===== config.mk =====
export PLATFORM = sky130hd
export DESIGN_NAME = cip_top
export DESIGN_NICKNAME = d
export VERILOG_FILES = /design/src/cip_pkg.sv /design/src/cip_top.sv
export VERILOG_INCLUDE_DIRS = /design/src /design/src/src
export SDC_FILE = /design/constraint.sdc
export NUM_CORES = 1
export LEC_CHECK = 0
export ABC_CLOCK_PERIOD_IN_PS = 1500
export BUFFER_PORTS_ARGS = -buffer_cell sky130_fd_sc_hd__buf_2
export CAP_MARGIN = 20
export CORE_MARGIN = 5
export CORE_UTILIZATION = 54
export DETAILED_ROUTE_END_ITERATION = 8
export PLACE_DENSITY = 0.74
export SLEW_MARGIN = 25
export SYNTH_ARGS = -nofsm -noshare
export SYNTH_HDL_FRONTEND = slang
export SYNTH_SLANG_ARGS = --single-unit

===== constraint.sdc =====
create_clock -name i_clk -period 1.5 [get_ports i_clk]
set_input_delay 0 -clock i_clk [delete_from_list [all_inputs] [get_ports i_clk]]
set_output_delay 0 -clock i_clk [all_outputs]
set_load 0.1 [all_outputs]

===== src/cip_consts.svh =====
// Purpose: Register offsets, reset values and field positions of the channel interrupt block.
// Assumes: Byte-wide registers on a 7-bit plain register port.
// Notes: Channel B window is channel A plus the channel stride.
`ifndef CIP_CONSTS_SVH
`define CIP_CONSTS_SVH
`define CIP_OFS_RX_IRQ 7'h3A
`define CIP_OFS_TX_IRQ 7'h3B
`define CIP_OFS_PORT_VALUE 7'h3C
`define CIP_OFS_PORT_IRQ 7'h3D
`define CIP_OFS_PORT_DIR 7'h3E
`define CIP_OFS_CONFIG 7'h30
`define CIP_OFS_GLOBAL 7'h31
`define CIP_OFS_CTS_LEVEL 7'h32
`define CIP_CH_STRIDE 7'h40
`define CIP_MASK_RESET 8'hFF
`define CIP_DIR_RESET 8'hFF
`define CIP_CONFIG_RESET 8'h00
`define CIP_CFG_VISIBLE 0
`define CIP_CFG_IRQ_MODE 1
`define CIP_CFG_BUS_MODE 2
`define CIP_TX_POOL_READY 0
`define CIP_TX_REPEAT 1
`define CIP_TX_CTS_CHANGE 2
`define CIP_TX_TIMER 3
`define CIP_TX_UNDERRUN 4
`define CIP_TX_ALL_SENT 5
`define CIP_RX_POOL_FULL 0
`define CIP_RX_OVERFLOW 1
`define CIP_GIS_RX 0
`define CIP_GIS_TX 1
`define CIP_GIS_PORT 2
`endif


===== src/cip_pkg.sv =====
// Purpose: Types shared by the channel interrupt block.
// Assumes: Two channels, eight port pins.
// Notes: Event groups travel as packed structs.
package cip_pkg;
	typedef struct packed {
		logic rx_full_hit;
		logic rx_char_in;
		logic rx_at_threshold;
	} cip_rx_ev_t;
	typedef struct packed {
		logic tx_fifo_empty;
		logic tx_shift_done;
		logic tx_block_active;
		logic tx_fifo_has_data;
		logic tx_can_take_block;
		logic collision;
		logic char_in_flight;
		logic timer_expired;
		logic cts_level;
	} cip_tx_ev_t;
	typedef enum logic [1:0] {
		CIP_TX_RUN = 2'b01,
		CIP_TX_HOLD = 2'b10
	} cip_tx_st_t;
endpackage


===== src/cip_top.sv =====
// Purpose: Per-channel interrupt status, masks, and shared 8-bit general purpose port.
// Assumes: All events are from logic on i_clk except port pins and CTS, which are synchronised.
// Notes: Read data stand one cycle after the read strobe; status clears on that read.
//
// The plain strobed port was chosen for this implementation.
`timescale 1ns/1ns
`include "cip_consts.svh"
module cip_top (
	// Clock and reset.
	input wire logic i_clk,
	input wire logic i_rst_n,
	// Register port.
	input wire logic [6:0] i_addr,
	input wire logic [7:0] i_wdata,
	input wire logic i_wr,
	input wire logic i_rd,
	output logic [7:0] o_rdata,
	// Channel events, index is the channel.
	input wire cip_pkg::cip_rx_ev_t [1:0] i_rx_ev,
	input wire cip_pkg::cip_tx_ev_t [1:0] i_tx_ev,
	input wire logic [1:0] i_vector_ack,
	// Channel transmitter control.
	output logic [1:0] o_tx_idle_fill,
	output logic [1:0] o_tx_hold,
	// Interrupt.
	output logic o_irq,
	// Port pins.
	input wire logic [7:0] i_port_pin,
	output logic [7:0] o_port_pin,
	output logic [7:0] o_port_oe
);
	logic [1:0][7:0] rx_stat_q, tx_stat_q, rx_mask_q, tx_mask_q;
	logic [1:0][7:0] cfg_q;
	logic [1:0][7:0] rx_set, tx_set;
	logic [1:0] rd_rx, rd_tx, wr_rx, wr_tx, rd_cts, rd_cfg, rd_gis, wr_cfg;
	logic [1:0][2:0] cts_sync_q;
	logic [1:0] cts_lvl_q;
	cip_pkg::cip_tx_st_t [1:0] tx_st_q;
	logic [1:0] idle_fill_q;
	logic [7:0] pin_s1_q, pin_s2_q, pin_s3_q, pin_lvl_q;
	logic [7:0] pout_q, pdir_q, pmask_q, ppend_q;
	logic [7:0] pin_edge, p_vis, p_act;
	logic [1:0][2:0] global_irq_status;
	logic [6:0] loc;
	logic rd_pval, wr_pval, rd_pis, wr_pim, rd_pdir, wr_pdir;
	logic [7:0] rdata_d;

	assign loc = i_addr & ~`CIP_CH_STRIDE;
	assign rd_pval = i_rd && loc == `CIP_OFS_PORT_VALUE;
	assign wr_pval = i_wr && loc == `CIP_OFS_PORT_VALUE;
	assign rd_pis = i_rd && loc == `CIP_OFS_PORT_IRQ;
	assign wr_pim = i_wr && loc == `CIP_OFS_PORT_IRQ;
	assign rd_pdir = i_rd && loc == `CIP_OFS_PORT_DIR;
	assign wr_pdir = i_wr && loc == `CIP_OFS_PORT_DIR;

	always_ff @(posedge i_clk) begin
		if (!i_rst_n) begin
			pin_s1_q <= 8'h00;
			pin_s2_q <= 8'h00;
			pin_s3_q <= 8'h00;
			pin_lvl_q <= 8'h00;
		end else begin
			pin_s1_q <= i_port_pin;
			pin_s2_q <= pin_s1_q;
			pin_s3_q <= pin_s2_q;
			pin_lvl_q <= (pin_s2_q & pin_s3_q) | (pin_lvl_q & (pin_s2_q | pin_s3_q));
		end
	end

	assign pin_edge = (pin_lvl_q ^ ((pin_s2_q & pin_s3_q) | (pin_lvl_q & (pin_s2_q | pin_s3_q))))
		& pdir_q;
	assign p_vis = ppend_q & (~pmask_q | {8{cfg_q[0][`CIP_CFG_VISIBLE]}});
	assign p_act = ppend_q & ~pmask_q;

	always_ff @(posedge i_clk) begin
		if (!i_rst_n) begin
			pmask_q <= `CIP_MASK_RESET;
			pdir_q <= `CIP_DIR_RESET;
			pout_q <= 8'h00;
		end else begin
			if (wr_pim) begin
				pmask_q <= i_wdata;
			end
			if (wr_pdir) begin
				pdir_q <= i_wdata;
			end
			if (wr_pval) begin
				pout_q <= (i_wdata & ~pdir_q) | (pout_q & pdir_q);
			end
		end
	end

	always_ff @(posedge i_clk) begin
		if (!i_rst_n) begin
			ppend_q <= 8'h00;
		end else begin
			ppend_q <= (ppend_q & ~(rd_pis ? p_vis : 8'h00)) | pin_edge;
		end
	end

	always_ff @(posedge i_clk) begin
		if (!i_rst_n) begin
			o_port_pin <= 8'h00;
			o_port_oe <= 8'h00;
		end else begin
			o_port_pin <= pout_q;
			o_port_oe <= ~pdir_q;
		end
	end

	genvar ch;
	generate
		for (ch = 0; ch < 2; ch++) begin : g_ch
			logic cts_new, cts_drop, underrun;
			logic ch_sel;
			assign ch_sel = i_addr[6] == ch[0];
			assign rd_rx[ch] = i_rd && ch_sel && loc == `CIP_OFS_RX_IRQ;
			assign wr_rx[ch] = i_wr && ch_sel && loc == `CIP_OFS_RX_IRQ;
			assign rd_tx[ch] = i_rd && ch_sel && loc == `CIP_OFS_TX_IRQ;
			assign wr_tx[ch] = i_wr && ch_sel && loc == `CIP_OFS_TX_IRQ;
			assign rd_cfg[ch] = i_rd && ch_sel && loc == `CIP_OFS_CONFIG;
			assign wr_cfg[ch] = i_wr && ch_sel && loc == `CIP_OFS_CONFIG;
			assign rd_gis[ch] = i_rd && ch_sel && loc == `CIP_OFS_GLOBAL;
			assign rd_cts[ch] = i_rd && ch_sel && loc == `CIP_OFS_CTS_LEVEL;
			assign cts_new = (cts_sync_q[ch][1] & cts_sync_q[ch][2])
				| (cts_lvl_q[ch] & (cts_sync_q[ch][1] | cts_sync_q[ch][2]));
			assign cts_drop = cts_lvl_q[ch] & ~cts_new;
			assign underrun = tx_st_q[ch] == cip_pkg::CIP_TX_RUN
				&& i_tx_ev[ch].tx_block_active && !i_tx_ev[ch].tx_fifo_has_data;

			always_ff @(posedge i_clk) begin
				if (!i_rst_n) begin
					cts_sync_q[ch] <= 3'h0;
					cts_lvl_q[ch] <= 1'b0;
				end else begin
					cts_sync_q[ch] <= {cts_sync_q[ch][1:0], i_tx_ev[ch].cts_level};
					cts_lvl_q[ch] <= cts_new;
				end
			end

			always_comb begin
				rx_set[ch] = 8'h00;
				tx_set[ch] = 8'h00;
				rx_set[ch][`CIP_RX_OVERFLOW] = i_rx_ev[ch].rx_full_hit & i_rx_ev[ch].rx_char_in;
				rx_set[ch][`CIP_RX_POOL_FULL] = i_rx_ev[ch].rx_at_threshold
					& cfg_q[ch][`CIP_CFG_IRQ_MODE];
				tx_set[ch][`CIP_TX_POOL_READY] = i_tx_ev[ch].tx_can_take_block
					& tx_st_q[ch] == cip_pkg::CIP_TX_RUN;
				tx_set[ch][`CIP_TX_REPEAT] = cfg_q[ch][`CIP_CFG_BUS_MODE]
					? i_tx_ev[ch].collision : (cts_drop & i_tx_ev[ch].char_in_flight);
				tx_set[ch][`CIP_TX_CTS_CHANGE] = cts_new ^ cts_lvl_q[ch];
				tx_set[ch][`CIP_TX_TIMER] = i_tx_ev[ch].timer_expired;
				tx_set[ch][`CIP_TX_UNDERRUN] = underrun;
				tx_set[ch][`CIP_TX_ALL_SENT] = i_tx_ev[ch].tx_fifo_empty
					& i_tx_ev[ch].tx_shift_done;
			end

			// visibility gating; set wins over clear.
			always_ff @(posedge i_clk) begin
				if (!i_rst_n) begin
					rx_stat_q[ch] <= 8'h00;
					tx_stat_q[ch] <= 8'h00;
				end else begin
					rx_stat_q[ch] <= (rd_rx[ch] ? 8'h00 : rx_stat_q[ch]) | (rx_set[ch]
						& (~rx_mask_q[ch] | {8{cfg_q[ch][`CIP_CFG_VISIBLE]}}));
					tx_stat_q[ch] <= ((rd_tx[ch] ? 8'h00 : tx_stat_q[ch])
						& ~(i_vector_ack[ch] ? 8'h01 : 8'h00))
						| (tx_set[ch] & (~tx_mask_q[ch] | {8{cfg_q[ch][`CIP_CFG_VISIBLE]}}));
				end
			end

			always_ff @(posedge i_clk) begin
				if (!i_rst_n) begin
					rx_mask_q[ch] <= `CIP_MASK_RESET;
					tx_mask_q[ch] <= `CIP_MASK_RESET;
					cfg_q[ch] <= `CIP_CONFIG_RESET;
				end else begin
					if (wr_rx[ch]) begin
						rx_mask_q[ch] <= i_wdata;
					end
					if (wr_tx[ch]) begin
						tx_mask_q[ch] <= i_wdata;
					end
					if (wr_cfg[ch]) begin
						cfg_q[ch] <= i_wdata;
					end
				end
			end

			always_ff @(posedge i_clk) begin
				if (!i_rst_n) begin
					tx_st_q[ch] <= cip_pkg::CIP_TX_RUN;
					idle_fill_q[ch] <= 1'b0;
				end else begin
					idle_fill_q[ch] <= underrun;
					unique case (tx_st_q[ch])
						cip_pkg::CIP_TX_RUN: begin
							if (underrun) begin
								tx_st_q[ch] <= cip_pkg::CIP_TX_HOLD;
							end
						end
						cip_pkg::CIP_TX_HOLD: begin
							if (rd_tx[ch]) begin
								tx_st_q[ch] <= cip_pkg::CIP_TX_RUN;
							end
						end
						default: begin
							tx_st_q[ch] <= cip_pkg::CIP_TX_RUN;
						end
					endcase
				end
			end

			assign global_irq_status[ch][`CIP_GIS_RX] = |(rx_stat_q[ch] & ~rx_mask_q[ch]);
			assign global_irq_status[ch][`CIP_GIS_TX] = |(tx_stat_q[ch] & ~tx_mask_q[ch]);
			assign global_irq_status[ch][`CIP_GIS_PORT] = |p_act;
		end
	endgenerate

	always_ff @(posedge i_clk) begin
		if (!i_rst_n) begin
			o_tx_idle_fill <= 2'b00;
			o_tx_hold <= 2'b00;
			o_irq <= 1'b0;
		end else begin
			o_tx_idle_fill <= idle_fill_q;
			o_tx_hold <= {tx_st_q[1] == cip_pkg::CIP_TX_HOLD, tx_st_q[0] == cip_pkg::CIP_TX_HOLD};
			o_irq <= |global_irq_status[0] | |global_irq_status[1][1:0];
		end
	end

	// Read mux; unmapped addresses read zero.
	always_comb begin
		rdata_d = 8'h00;
		for (int c = 0; c < 2; c++) begin
			if (rd_rx[c]) begin
				rdata_d = rx_stat_q[c];
			end
			if (rd_tx[c]) begin
				rdata_d = tx_stat_q[c];
			end
			if (rd_cfg[c]) begin
				rdata_d = cfg_q[c];
			end
			if (rd_gis[c]) begin
				rdata_d = {5'h00, global_irq_status[c]};
			end
			if (rd_cts[c]) begin
				rdata_d = {7'h00, cts_lvl_q[c]};
			end
		end
		if (rd_pval) begin
			rdata_d = pin_lvl_q;
		end
		if (rd_pis) begin
			rdata_d = p_vis;
		end
		if (rd_pdir) begin
			rdata_d = pdir_q;
		end
	end

	always_ff @(posedge i_clk) begin
		if (!i_rst_n) begin
			o_rdata <= 8'h00;
		end else begin
			o_rdata <= rdata_d;
		end
	end
endmodule


==> impl_metrics.yaml <==
place:
  hpwl_um: 13300
  gp_congestion: 0.949
  port_buffers: 81
  pre_cts_ws_ps: -88.0
logic_synthesis:
  syn_avg_cell_area_sq_um: 8.80
  ys.flop_type: "dfxtp_1"
  ys_seq_area_frac: 0.493
  synth_cell_types: 53
  syn-cell-area_sq_mm: 0.00629
  syn_inst: 715
  synth_edf_count: 0
  synthesis.nets: 770
  ys_warn_count: 0
  synth-seq-cells: 155
  async_flop_share: 0
run_status:
  violations: "setup timing"
  outcome: "finished, violations left"
routing:
  finalWirelength_um: 18700
  vias_per_cell: 5.66
  drc: 0
  drtAntennaViolNets: 0
  via_count: 5810
  wl_per_cell_um: 18.3
  drtPass1Iterations: 5
  drt_iter0_drc: 555
global_route:
  grt_util_all_layers: 0.267
  antenna_found_initial: 0
  grt_max_degree: 44
  grt_pass1_vias: 5694
  overflow: 0
  grt_pass1_wl_um: 29600
power:
  power_w: 0.00885
  switching_share: 0.220
  power_frac_seq: 0.475
  cellPowerDensity_mw_per_mm2: 1080
  p_sw_w: 0.00195
  ir_worst_vdd_v: 0.00101
  intPower_w: 0.00690
  pwr-share-comb: 0.061
  leakage_nw: 3.49
  clkPwrFrac: 0.464
worst_setup_path:
  cp_slowest_cell: "or3_4"
  cp-end-kind: "flop"
  cpPeakStageDelay_ps: 430
  crit_buf_inv: 0
  worst_ep_required_time_ps: 1800
  ff2ff_setup_slack_ps: -30
  cp.arrival_ps: 1830
  r2r-end: "o_irq"
  setup.worst_path.start: "pmask_q[5]"
  critPathTopFamily: "simple AND/OR/NAND/NOR gates"
  criticalPathCategory: "reg -> reg"
  r2r-start: "pmask_q[5]"
  crit_path_max_fanout: 2
  r2r_cells: 5
  cp_cell_sequence: "nand2b_4 > o2111ai_4 > or3_4 > nor4bb_4 > a21oi_1"
  start_kind: "flop"
hold_path:
  hp-start: "i_tx_ev[6]"
  hold_class: "in -> reg"
  whs_endpoint: "idle_fill_q[0]"
  hold_depth: 3
clocking:
  cts_tree: "yes"
  cts_num_sinks: 155
  cts_buffers: 17
  htree_levels: 4
  clockRootBuffer: "clkbuf_16"
  worstSkewPairLatency_ps: 420
  path_clk_slew_ps: 60
  ctsLongestPathBuffers: 2
timing:
  rsz0062_at_grt: "yes"
  finClkSkew_ps: 5.18
  fmax_mhz: 652
  setup_viol: 1
  min_period_ps: 1530
  worst_pin_slew_ps: 550
  slew-limit-headroom: 0.633
  hold_viol: 0
  setup_ws_ps: -34.4
  maxSlewViolCount: 0
  hold-worst-slack_ps: 53.4
  period_share: 1.02
finish:
  multiInputGateArea_sq_mm: 0.00301
  syn2layout_area_growth_pct: 30.9
  final_nets: 929
  fill_cells: 909
  n_antenna_cell: 0
  ff_latch_area_sq_mm: 0.00311
  mostFrequentLayoutCells: "dfxtp_1, nand2_1, buf_2"
  drive_gt1_frac: 0.211
  mostFrequentLayoutCell: "dfxtp_1"
floorplan:
  die_w_um: 118
  dieArea_sq_mm: 0.0139
  fp-row-count: 39
  die_h_um: 118
  initial_core_util: 0.551
  ios: 82
  core_sq_mm: 0.0114
flow_run:
  maxCapViolCount: 0
[layer usage]
layer / global-route usage / vias to the layer above / part of all wire
met5: 0 / - / 0
met4: 0.0939 / 0 / 0.027
met3: 0.0673 / 47 / 0.072
met2: 0.410 / 259 / 0.45
met1: 0.366 / 2699 / 0.45
li1: - / 2805 / -
[cell usage after synthesis, types with 6 or more instances]
library cell,n,share of area
a21o_1,7,0.0084
a21oi_1,48,0.038
a32oi_1,6,0.0084
and2_1,44,0.044
and3b_1,6,0.0084
buf_2,8,0.0064
clkbuf_1,28,0.017
dfxtp_1,155,0.49
inv_1,29,0.017
mux2i_1,42,0.067
nand2_1,90,0.054
nand2b_1,13,0.013
nand3_1,20,0.016
nor2_1,60,0.036
nor3_1,7,0.0056
nor3b_1,9,0.011
o211ai_1,8,0.0095
o21a_1,6,0.0072
o21ai_0,47,0.037
o22ai_1,9,0.0089
[registers in the layout, indices dropped and copies added, names as in the netlist, 8 cells and up, named ones only]
name,count
ppend_q,8
o_port_oe,8
pin_s2_q,8
cfg_q,16
tx_stat_q,12
pin_s3_q,8
pmask_q,8
o_rdata,8
pdir_q,8
o_port_pin,8
tx_mask_q,12
pin_lvl_q,8
pin_s1_q,8
[area by class of cell]
class                   instances  share of cell area
multi-input cells             494               0.365
repair buffers                177               0.155
clock inverters                 7              0.0114
inverters                      29              0.0132
flip-flops and latches        155               0.378
clock buffers                  21              0.0559
well taps                     143              0.0217
[metrics by stage]
stage	utilization	setup TNS, ps	instances	cell area (sq um)
floorplan	-	0	715	6290
global placement	0.629	0	957	7190
detailed placement	0.629	-88.0	957	7190
CTS	0.716	0	1026	8170
global route	0.721	-69.1	1026	8230
finish	0.721	-34.4	1026	8230
[worst register-to-register path, stage by stage (launching register included)]
cell and delay [ps]:
dfxtp_2 320, nand2b_4 130, o2111ai_4 130, or3_4 430, nor4bb_4 320, a21oi_1 90
[power groups by stage]
stage	Combinational, W	Clock, W	Sequential, W
after detailed placement	0.000449	0	0.00429
final	0.000543	0.00411	0.00420
after CTS	0.000531	0.00414	0.00420
after global placement	0.000444	0	0.00429
after floorplan	0.000211	0	0.00430
after global routing	0.000579	0.00433	0.00421
[what timing repair did]
action | in CTS | in global routing
gates resized for setup | 4 | 11
pin swaps | 2 | 4
endpoints found under the setup margin | 1 | 3
hold buffers | 40 | 0
buffers inserted | 1 | 0
endpoints found under the hold margin | 61 | 0
[cell families (layout without fill, tap and decap cells)]
| family | Yosys count | after routing | synth area share |
|---|---|---|---|
| DFF | 155 | 155 | 0.493 |
| adders and majority gates | 2 | 2 | 0.00398 |
| buffers and inverters | 66 | 234 | 0.0416 |
| and+or+nand+nor | 280 | 280 | 0.222 |
| muxes | 44 | 44 | 0.0704 |
| AOI/OAI and AO/OA | 168 | 168 | 0.168 |
[worst max-delay path by stage]
stage / slack (ps) / cells after the start / to
4_1_cts: 10 / 5 / o_irq
6_report: -30 / 5 / o_irq
3_3_place_gp: 7 / 5 / o_irq
2_1_floorplan: 120 / 5 / o_irq
3_5_place_dp: -90 / 5 / o_irq
5_1_grt: -70 / 5 / o_irq
Note: power is estimated with default switching activity, not from simulation.
